**src/verilog/csr_pkg.sv**
```systemverilog
// constants shared by the special register block
package csr_pkg;
	// register offsets on the plain register port
	localparam logic [3:0] CSR_OFF_BANK = 4'h0;
	localparam logic [3:0] CSR_OFF_PCL = 4'h1;
	localparam logic [3:0] CSR_OFF_TABLE_POINTER_LOW = 4'h2;
	localparam logic [3:0] CSR_OFF_TABLE_POINTER_HIGH = 4'h3;
	localparam logic [3:0] CSR_OFF_TBRES = 4'h4;
	localparam logic [3:0] CSR_OFF_ACC = 4'h5;
	localparam logic [3:0] CSR_OFF_FLAGS = 4'h6;
	localparam logic [3:0] CSR_OFF_PCHI = 4'h7;
	localparam logic [3:0] CSR_OFF_DBANK = 4'h8;
	// bank selector fields
	localparam int CSR_BANK_PROG_BIT = 5;
	localparam logic [7:0] CSR_BANK_MASK_SMALL = 8'h01;
	localparam logic [7:0] CSR_BANK_MASK_MEDIUM = 8'h03;
	localparam logic [7:0] CSR_BANK_MASK_LARGE = 8'h27;
	localparam logic [7:0] CSR_BANK_RST = 8'h00;
	// flag register fields
	localparam int CSR_FLAG_C = 0;
	localparam int CSR_FLAG_AC = 1;
	localparam int CSR_FLAG_Z = 2;
	localparam int CSR_FLAG_OV = 3;
	localparam int CSR_FLAG_PDF = 4;
	localparam int CSR_FLAG_TO = 5;
	localparam logic [7:0] CSR_FLAG_RST = 8'h00;
	localparam logic [7:0] CSR_FLAG_SW_MASK = 8'h0F;
	// program address layout: 13 bits per program bank
	localparam int CSR_PROG_AW = 14;
	localparam logic [7:0] CSR_BYTE_RST = 8'h00;
	// alu operation codes
	typedef enum logic [2:0] {
		CSR_OP_NONE, CSR_OP_ADD, CSR_OP_SUB, CSR_OP_AND,
		CSR_OP_OR, CSR_OP_XOR, CSR_OP_RLC, CSR_OP_RRC
	} csr_op_type;
	// bank selector size variants
	localparam int CSR_VAR_SMALL = 0;
	localparam int CSR_VAR_MEDIUM = 1;
	localparam int CSR_VAR_LARGE = 2;
endpackage : csr_pkg

```
**src/verilog/csr_alu.sv**
```systemverilog
// arithmetic unit producing a result and its status flags
`timescale 1ns/1ps
module csr_alu
	import csr_pkg::*;
(
	// operands
	input wire logic [7:0] a,
	input wire logic [7:0] b,
	input wire logic c_in,
	input wire csr_op_type op,
	// results
	output logic [7:0] res,
	output logic c_out,
	output logic ac_out,
	output logic ov_out,
	output logic z_out,
	output logic arith,
	output logic rot
);
	logic [8:0] sum; // nine bits keep the carry out
	logic [4:0] nib; // low nibble with its carry
	logic [7:0] bb; // second operand, inverted for subtract
	logic cin; // carry into bit 0
	logic c7; // carry into the top bit

	// one adder serves add and subtract; subtract is a + ~b + 1
	always_comb begin
		bb = (op == CSR_OP_SUB) ? ~b : b;
		cin = (op == CSR_OP_SUB);
		sum = {1'b0, a} + {1'b0, bb} + {8'h00, cin};
		nib = {1'b0, a[3:0]} + {1'b0, bb[3:0]} + {4'h0, cin};
		c7 = a[7] ^ bb[7] ^ sum[7];
		res = 8'h00;
		c_out = c_in;
		arith = 1'b0;
		rot = 1'b0;
		case (op)
			CSR_OP_ADD, CSR_OP_SUB: begin
				// carry set means no borrow on subtract
				res = sum[7:0];
				c_out = sum[8];
				arith = 1'b1;
			end
			CSR_OP_AND: res = a & b;
			CSR_OP_OR: res = a | b;
			CSR_OP_XOR: res = a ^ b;
			CSR_OP_RLC: begin
				res = {a[6:0], c_in};
				c_out = a[7];
				rot = 1'b1;
			end
			CSR_OP_RRC: begin
				res = {c_in, a[7:1]};
				c_out = a[0];
				rot = 1'b1;
			end
			default: res = a;
		endcase
		ac_out = nib[4];
		ov_out = c7 ^ sum[8];
		z_out = (res == 8'h00);
	end
endmodule : csr_alu

```
**src/verilog/csr_special_regs.sv**
```systemverilog
// special function registers of the small 8-bit core
// What this block does
// - small variant: bank bit 0, reset 0
// - medium variant: two-bit data bank field
// - large variant: bit 5 selects program bank
// - large variant: three-bit data bank field
// - unimplemented bits read as zero
// - pc low write jumps in page, dummy cycle
// - table read: high byte to result register
// - register moves pass only through accumulator
// - flag writes leave timeout and power-down alone
// - timeout flag: cleared by clear/halt, set timeout
// - power-down flag: cleared by clear, set halt
// - carry from add, no-borrow, or rotate
// - half carry from low nibble
// - zero flag on zero result
// - overflow when carry in differs carry out
// - flags not saved on interrupt or call
// - direct addressing always reaches bank 0
// - reset zeroes data bank except timeout halt
//
// Implementation choices: the plain strobed port and the register addresses.
`timescale 1ns/1ps
module csr_special_regs
	import csr_pkg::*;
#(
	parameter int VARIANT = CSR_VAR_LARGE
) (
	// clock and reset
	input wire logic clk_sys,
	input wire logic rst_n,
	// register port
	input wire logic [3:0] reg_addr,
	input wire logic [7:0] reg_wdata,
	input wire logic reg_wr,
	input wire logic reg_rd,
	output logic [7:0] reg_rdata,
	// core events
	input wire logic watchdog_clear_instr,
	input wire logic halt_instr,
	input wire logic wdt_timeout,
	input wire logic wdt_reset_in_pd,
	input wire logic soft_reset,
	input wire logic call_or_irq,
	// alu request
	input wire logic alu_go,
	input wire csr_op_type alu_op,
	input wire logic [7:0] alu_operand,
	// table read request and program word
	input wire logic tbl_go,
	input wire logic [15:0] prog_word,
	// data memory address request
	input wire logic dm_direct,
	// outputs to the core
	output logic [7:0] bank_selector,
	output logic [2:0] dm_bank,
	output logic [CSR_PROG_AW-1:0] pc_jump_addr,
	output logic pc_jump,
	output logic dummy_cycle,
	output logic [CSR_PROG_AW-1:0] tbl_addr,
	output logic [7:0] tbl_low_data,
	output logic tbl_low_valid,
	output logic [7:0] accumulator_reg,
	output logic [7:0] core_flags
);
	// mask of implemented bank selector bits for this variant
	// small keeps bit 0, medium bits 1..0, large bits 5 and 2..0
	// one mask shared by the write path and the read mux, so a
	// variant change cannot leave the two out of step
	localparam logic [7:0] BANK_MASK = (VARIANT == CSR_VAR_SMALL) ?
		CSR_BANK_MASK_SMALL : (VARIANT == CSR_VAR_MEDIUM) ?
		CSR_BANK_MASK_MEDIUM : CSR_BANK_MASK_LARGE;

	logic [7:0] bank_r; // bank selector, unimplemented bits zero
	logic [7:0] pcl_r; // pc low byte
	logic [5:0] pch_r; // pc high bits within program bank
	logic [7:0] table_pointer_low_r; // table pointer low
	logic [7:0] table_pointer_high_r; // table pointer high
	logic [7:0] tbres_r; // table result high byte
	logic [7:0] acc_r; // accumulator
	logic [3:0] arf_r; // arithmetic flags: ov, z, ac, c
	logic to_r; // watchdog timeout flag
	logic pdf_r; // power-down flag
	logic [5:0] flags_r; // flag bits 5..0 gathered for reads
	logic [7:0] rdata_r; // read data register
	logic jump_r; // jump strobe
	logic dummy_r; // dummy cycle strobe
	logic tlv_r; // table low byte strobe
	logic [7:0] tld_r; // table low byte
	logic [2:0] dmb_r; // data bank for the current access
	logic [7:0] alu_res;
	logic alu_c;
	logic alu_ac;
	logic alu_ov;
	logic alu_z;
	logic alu_arith;
	logic alu_rot;
	logic wr_bank;
	logic wr_flags;
	logic [7:0] bank_nxt;
	logic [7:0] rdata_nxt;

	// arithmetic unit works on accumulator and operand
	csr_alu u_alu (
		.a(acc_r),
		.b(alu_operand),
		.c_in(flags_r[CSR_FLAG_C]),
		.op(alu_op),
		.res(alu_res),
		.c_out(alu_c),
		.ac_out(alu_ac),
		.ov_out(alu_ov),
		.z_out(alu_z),
		.arith(alu_arith),
		.rot(alu_rot)
	);

	assign wr_bank = reg_wr && (reg_addr == CSR_OFF_BANK);
	assign wr_flags = reg_wr && (reg_addr == CSR_OFF_FLAGS);
	assign bank_nxt = reg_wdata & BANK_MASK;
	// timeout and power-down each have a process, the four arithmetic flags share one; gather them here
	assign flags_r = {to_r, pdf_r, arf_r};
	assign reg_rdata = rdata_r; // straight from the read flop

	// bank selector; a timeout wake from halt keeps the data bank
	// soft reset outranks a write in the same cycle, as a reset
	// must leave the core in a known bank whatever software did
	// the program bank bit clears together with the data bank
	always_ff @(posedge clk_sys or negedge rst_n) begin
		if (!rst_n) begin
			bank_r <= CSR_BANK_RST;
		end else if (soft_reset) begin
			if (!wdt_reset_in_pd) begin
				bank_r <= CSR_BANK_RST;
			end
		end else if (wr_bank) begin
			bank_r <= bank_nxt;
		end
	end

	// data bank seen by memory: direct access always bank 0
	// registered so the memory sees a clean bank with the address;
	// costs one cycle of latency after a bank change
	always_ff @(posedge clk_sys or negedge rst_n) begin
		if (!rst_n) begin
			dmb_r <= 3'h0;
		end else if (dm_direct) begin
			dmb_r <= 3'h0;
		end else begin
			dmb_r <= bank_r[2:0];
		end
	end

	// pc low write jumps inside current page; high bits stay
	// only eight bits are writable, so a jump cannot leave the page
	// the high bits come from their own offset, written beforehand
	always_ff @(posedge clk_sys or negedge rst_n) begin
		if (!rst_n) begin
			pcl_r <= CSR_BYTE_RST;
			pch_r <= 6'h00;
			jump_r <= 1'b0;
			dummy_r <= 1'b0;
		end else begin
			jump_r <= 1'b0;
			// dummy cycle follows the jump by one clock
			dummy_r <= jump_r;
			if (reg_wr && reg_addr == CSR_OFF_PCL) begin
				pcl_r <= reg_wdata;
				jump_r <= 1'b1;
			end
			if (reg_wr && reg_addr == CSR_OFF_PCHI) begin
				pch_r <= reg_wdata[5:0];
			end
		end
	end

	// table pointers written by software before any table read
	// no check that they were loaded: stale pointers read stale data
	always_ff @(posedge clk_sys or negedge rst_n) begin
		if (!rst_n) begin
			table_pointer_low_r <= CSR_BYTE_RST;
			table_pointer_high_r <= CSR_BYTE_RST;
		end else if (reg_wr) begin
			if (reg_addr == CSR_OFF_TABLE_POINTER_LOW) begin
				table_pointer_low_r <= reg_wdata;
			end
			if (reg_addr == CSR_OFF_TABLE_POINTER_HIGH) begin
				table_pointer_high_r <= reg_wdata;
			end
		end
	end

	// table read splits the program word into two bytes
	// the low byte leaves as a one-cycle strobe for the data path;
	// the high byte stays in the result register until the next read
	always_ff @(posedge clk_sys or negedge rst_n) begin
		if (!rst_n) begin
			tbres_r <= CSR_BYTE_RST;
			tld_r <= CSR_BYTE_RST;
			tlv_r <= 1'b0;
		end else begin
			tlv_r <= tbl_go;
			if (tbl_go) begin
				tbres_r <= prog_word[15:8];
				tld_r <= prog_word[7:0];
			end
		end
	end

	// accumulator: the only path between user registers
	// there is no register-to-register move port at all, so a
	// transfer always takes two steps through this register
	always_ff @(posedge clk_sys or negedge rst_n) begin
		if (!rst_n) begin
			acc_r <= CSR_BYTE_RST;
		end else if (alu_go && alu_op != CSR_OP_NONE) begin
			acc_r <= alu_res;
		end else if (reg_wr && reg_addr == CSR_OFF_ACC) begin
			acc_r <= reg_wdata;
		end
	end

	// arithmetic flags: alu result wins over a software write
	// a software write in the same cycle as an alu op is lost;
	// the core never issues both, so no merge logic is spent here
	always_ff @(posedge clk_sys or negedge rst_n) begin
		if (!rst_n) begin
			// true power-up state is unknown; zero keeps sims clean
			arf_r <= CSR_FLAG_RST[3:0];
		end else if (alu_go && alu_op != CSR_OP_NONE) begin
			// every alu op updates the zero flag
			arf_r[CSR_FLAG_Z] <= alu_z;
			// carry: add, subtract and both rotates
			if (alu_arith || alu_rot) begin
				arf_r[CSR_FLAG_C] <= alu_c;
			end
			// half carry and overflow: add and subtract only
			if (alu_arith) begin
				arf_r[CSR_FLAG_AC] <= alu_ac;
				arf_r[CSR_FLAG_OV] <= alu_ov;
			end
		end else if (wr_flags) begin
			// only the four arithmetic bits take software data
			arf_r <= reg_wdata[3:0] & CSR_FLAG_SW_MASK[3:0];
		end
	end

	// timeout flag: hardware only, set wins over clear
	// a timeout racing a clear must not be lost, or the reset
	// cause would be misread after wake-up
	always_ff @(posedge clk_sys or negedge rst_n) begin
		if (!rst_n) begin
			to_r <= 1'b0;
		end else if (wdt_timeout) begin
			to_r <= 1'b1;
		end else if (watchdog_clear_instr || halt_instr) begin
			// software writes never reach this flag
			to_r <= 1'b0;
		end
	end

	// power-down flag: halt sets, watchdog clear clears
	// halt outranks a clear in the same cycle, as the core
	// is about to sleep and the flag must say so
	always_ff @(posedge clk_sys or negedge rst_n) begin
		if (!rst_n) begin
			pdf_r <= 1'b0;
		end else if (halt_instr) begin
			pdf_r <= 1'b1;
		end else if (watchdog_clear_instr) begin
			// software writes never reach this flag
			pdf_r <= 1'b0;
		end
	end
	// call_or_irq deliberately touches no flag: no automatic save
	// handlers that disturb the flags must store them themselves

	// read mux; unimplemented bits come back zero
	always_comb begin
		case (reg_addr)
			CSR_OFF_BANK: rdata_nxt = bank_r & BANK_MASK;
			CSR_OFF_PCL: rdata_nxt = pcl_r;
			CSR_OFF_TABLE_POINTER_LOW: rdata_nxt = table_pointer_low_r;
			CSR_OFF_TABLE_POINTER_HIGH: rdata_nxt = table_pointer_high_r;
			CSR_OFF_TBRES: rdata_nxt = tbres_r;
			CSR_OFF_ACC: rdata_nxt = acc_r;
			CSR_OFF_FLAGS: rdata_nxt = {2'b00, flags_r};
			CSR_OFF_PCHI: rdata_nxt = {2'b00, pch_r};
			CSR_OFF_DBANK: rdata_nxt = {5'h00, dmb_r};
			default: rdata_nxt = 8'h00;
		endcase
	end

	// read data held for exactly the cycle after the strobe
	// zero outside the slot, so a wired-or bus stays clean
	always_ff @(posedge clk_sys or negedge rst_n) begin
		if (!rst_n) begin
			rdata_r <= 8'h00;
		end else if (reg_rd) begin
			rdata_r <= rdata_nxt;
		end else begin
			rdata_r <= 8'h00;
		end
	end

	// registered outputs
	always_ff @(posedge clk_sys or negedge rst_n) begin
		if (!rst_n) begin
			bank_selector <= CSR_BANK_RST;
			dm_bank <= 3'h0;
			pc_jump_addr <= '0;
			pc_jump <= 1'b0;
			dummy_cycle <= 1'b0;
			tbl_addr <= '0;
			tbl_low_data <= 8'h00;
			tbl_low_valid <= 1'b0;
			accumulator_reg <= 8'h00;
			core_flags <= CSR_FLAG_RST;
		end else begin
			bank_selector <= bank_r;
			dm_bank <= dmb_r;
			pc_jump_addr <= {bank_r[CSR_BANK_PROG_BIT] &
				(VARIANT == CSR_VAR_LARGE), pch_r[4:0], pcl_r};
			pc_jump <= jump_r;
			dummy_cycle <= dummy_r;
			tbl_addr <= {table_pointer_high_r[5:0], table_pointer_low_r};
			tbl_low_data <= tld_r;
			tbl_low_valid <= tlv_r;
			accumulator_reg <= acc_r;
			core_flags <= {2'b00, flags_r};
		end
	end
endmodule : csr_special_regs

```
**config.mk**
```make
export PLATFORM = sky130hd
export DESIGN_NAME = csr_special_regs
export DESIGN_NICKNAME = d
export VERILOG_FILES = /design/src/verilog/csr_pkg.sv /design/src/verilog/csr_alu.sv /design/src/verilog/csr_special_regs.sv
export SDC_FILE = /design/constraint.sdc
export NUM_CORES = 1
export LEC_CHECK = 0
export ABC_AREA = 1
export BUFFER_PORTS_ARGS = -buffer_cell sky130_fd_sc_hd__buf_4
export CORE_ASPECT_RATIO = 1.75
export CORE_MARGIN = 2
export CORE_UTILIZATION = 40
export DETAILED_ROUTE_END_ITERATION = 7
export HOLD_SLACK_MARGIN = 0.12
export PLACE_DENSITY = 0.68
export SLEW_MARGIN = 20
export SYNTH_ARGS = -nofsm -noshare
export SYNTH_HDL_FRONTEND = slang
export SYNTH_SLANG_ARGS = --single-unit
```
**constraint.sdc**
```tcl
create_clock -name clk_sys -period 3.64 [get_ports clk_sys]
set_input_delay 0.182 -clock clk_sys [delete_from_list [all_inputs] [get_ports clk_sys]]
set_output_delay 0.182 -clock clk_sys [all_outputs]
set_load 0.01 [all_outputs]
```
==> results.cfg <==
[status]
status = complete, no violations

[routing]
num_vias = 5034
detail_route.wl_per_cell_um = 16.72
viasPerCell = 5.080
detail_route.first_pass.iterations = 4
wl_um = 16570
ant_nets = 0
drc_errors = 0
first_iter_violations = 321

[timing]
fin_setup_tns_ps = 0
hold_viol = 0
clock.fmax_ghz = 0.4212
slew_headroom_pct = 45.38
maxSlewViolCount = 0
fin_crit_ps = 2374
finClkSkew_ps = 8.056
setup_viol = 0
rsz0062_at_grt = no
period_share_pct = 65.23
tightest_slew_ps = 819.3

[power]
ir_drop_mv = 0.2729
p_leak_nw = 4.062
combPwrFrac_pct = 19.6
net-switching-power_w = 0.001266
power_density_nw_per_um2 = 560.0
p_int_w = 0.003254
netSwitchingFraction_pct = 28.01
power_frac_seq_pct = 41.8
clock_power_share_pct = 38.6

[cells_and_area]
fin_nets = 874
drive_gt1_share_pct = 24.88
regMostFlops = tbl_addr
layout_common_cells = dfrtp_1 (136), nand2_1 (133), buf_4 (119)
stdcell_area_um2 = 8071
regArea_um2 = 3403
layout_commonest_cell = dfrtp_1
reg_top3 = tbl_addr x14, pc_jump_addr x13
multiInputGateArea_um2 = 2307
n_antenna_cell = 0
largest_register_ffs = 14
synthToLayoutAreaGrowth_pct = 31.95
nFillCells = 1300

[place]
place_area_um2 = 7154
port_buffers = 118
gp_congestion = 0.9354
dp_hpwl_um = 12380

[worst_setup_path]
crit_fanout = 6
startpoint_type = register
path_class = reg -> reg
setup.worst_path.end_class = register
arrival_ps = 2700
worst_ep_required_time_ps = 3970

[cts]
numCtsBuffers = 17
cts_resized = 0
cts_setup_buffers = 0
cts_root_buffer = clkbuf_16
clkTransAtPathRegs_ps = 60
clk_latency_ps = 410
clk_path_buf_depth = 2
cts_max_level = 4
cts.sinks = 136
cts_tree = done

[die]
die_h_um = 167.6
placement_rows = 59
dieArea_um2 = 16340
die_w_um = 97.48
start_util_pct = 41.02
core_um2 = 14910
ios = 126

[synthesis]
synth_flop_cell = dfrtp_1
ys_async_sr_fraction_pct = 100.0
synthCells = 639
synth_edf_count = 0
ys_seq_elements = 136
yosys.area_share.simple_pct = 17.82
synth_area_leaders = dfrtp_1 (56%), nand2_1 (8.2%), ha_1 (5.3%)
synth_compound_area_share_pct = 11.27
synth_top_family_by_area = simple AND/OR/NAND/NOR gates
synth_xor_xnor_area_share_pct = 1.145
synth_top_area_share_pct = 55.64
synth_area_um2 = 6117
avgSynthCellArea_um2 = 9.573
synthMuxAreaShare_pct = 1.473
synthDistinctLibCells = 47
yosysSeqAreaShare_pct = 55.64
synthAdderAreaFrac_pct = 5.645
yosysTopAreaCell = dfrtp_1
synth_warnings = 0

[global_route]
track_usage_pct = 20.68
grt_pass1_vias = 5168
antenna_found_initial = 0
grt_pass1_wl_um = 26630
grt_start_max_net_pins = 93
overflow = 0

[worst_hold_path]
hold_class = in -> reg

[run]
drv_cap = 0
-- metrics by stage --
stage	utilization [%]	instances	total power, W	setup WS, ps	hold WS [ps]
2_1_floorplan	-	644	0.002350	1592	-113.6
3_3_place_gp	47.98	929	0.002764	1101	303.0
3_5_place_dp	47.98	929	0.002777	1082	305.6
4_1_cts	54.13	991	0.004554	1292	123.4
5_1_grt	54.13	991	0.004747	1104	154.5
6_report	54.13	991	0.004520	1266	145.4
-- layer usage --
layer	global-route usage, %	share of wire (%)	vias to the layer above	wire [um]
met5	0	0	-	0
met1	22.76	38	2439	6298
met3	3.756	3.8	29	626
li1	-	-	2412	-
met2	39.04	56	154	9251
met4	7.609	2.4	0	397
-- synthesized netlist by cell type (2+ instances only) --
library cell	count
o21bai_1	2
nand3_1	28
mux2_2	8
a21oi_2	2
o221ai_1	2
nor2_2	2
nand3b_1	3
o21ai_1	36
buf_6	2
nor2_1	40
a31oi_1	5
buf_2	2
clkbuf_1	6
xor2_1	7
inv_1	66
o21ai_0	35
nand3_2	2
a221oi_1	8
ha_1	26
dfrtp_1	136
a21oi_1	11
a22oi_1	2
inv_2	15
buf_4	8
nand2_2	10
o211ai_1	2
nor2_4	4
a211oi_1	2
nand2_1	133
o22ai_1	9
nand4_1	9
-- layout make-up --
class | count | area share, %
clock buffers | 21 | 5.829
clock inverters | 11 | 1.814
inverters | 82 | 3.844
multi-input cells | 408 | 28.58
flip-flops and latches | 136 | 42.16
well taps | 183 | 2.837
repair buffers | 150 | 14.93
-- cell families (layout without fill, tap and decap cells) --
logic type / after synthesis / in the layout
fa+ha+maj: 27 / 27
buf+inv: 100 / 264
mux: 8 / 8
flops: 136 / 136
simple gates: 240 / 240
compound gates: 119 / 119
xor+xnor: 8 / 8
other cells: 1 / 6
-- worst max-delay path, stage by stage (launching register included) --
cell and delay, ps:
dfrtp_1 420, inv_1 160, nand2_1 140, nand2_2 90
fa_1 400, inv_1 110, nand3_1 110, nand2_1 140
nand2_1 60, nand3_1 70, nand3_1 120, nand2_1 80
nand3_1 70, nor2_1 90, nand3_1 110, a21oi_1 140
-- power by group through the flow --
stage	registers, W	logic [W]	clock network (W)
after global placement	0.00191	0.000851	0
final	0.00189	0.000885	0.00174
after global routing	0.00192	0.000989	0.00184
after floorplan	0.00192	0.000428	0
after detailed placement	0.00192	0.000859	0
after CTS	0.00189	0.000891	0.00177
-- worst paths after layout --
check	from	to	slack [ps]	depth (start not counted)
worst max register to register	acc_r[0]$_DFFE_PN0P_	arf_r[2]$_DFFE_PN0P_	1270	15
worst max-delay path	acc_r[0]$_DFFE_PN0P_	arf_r[2]$_DFFE_PN0P_	1270	15
min in group asynchronous	rst_n	tld_r[5]$_DFFE_PN0P_	420	2
worst min register to register	jump_r$_DFF_PN0_	pc_jump$_DFF_PN0_	360	0
max in group asynchronous	rst_n	pcl_r[6]$_DFFE_PN0P_	2370	3
worst min-delay path	alu_go	acc_r[5]$_DFFE_PN0P_	150	4
-- repair_timing --
action / 4_1_cts / 5_1_grt
hold buffers: 30 / 0
endpoints found under the setup margin: 0 / 0
hold endpoints to repair: 132 / 0
Note: power is estimated with default switching activity, not from simulation.
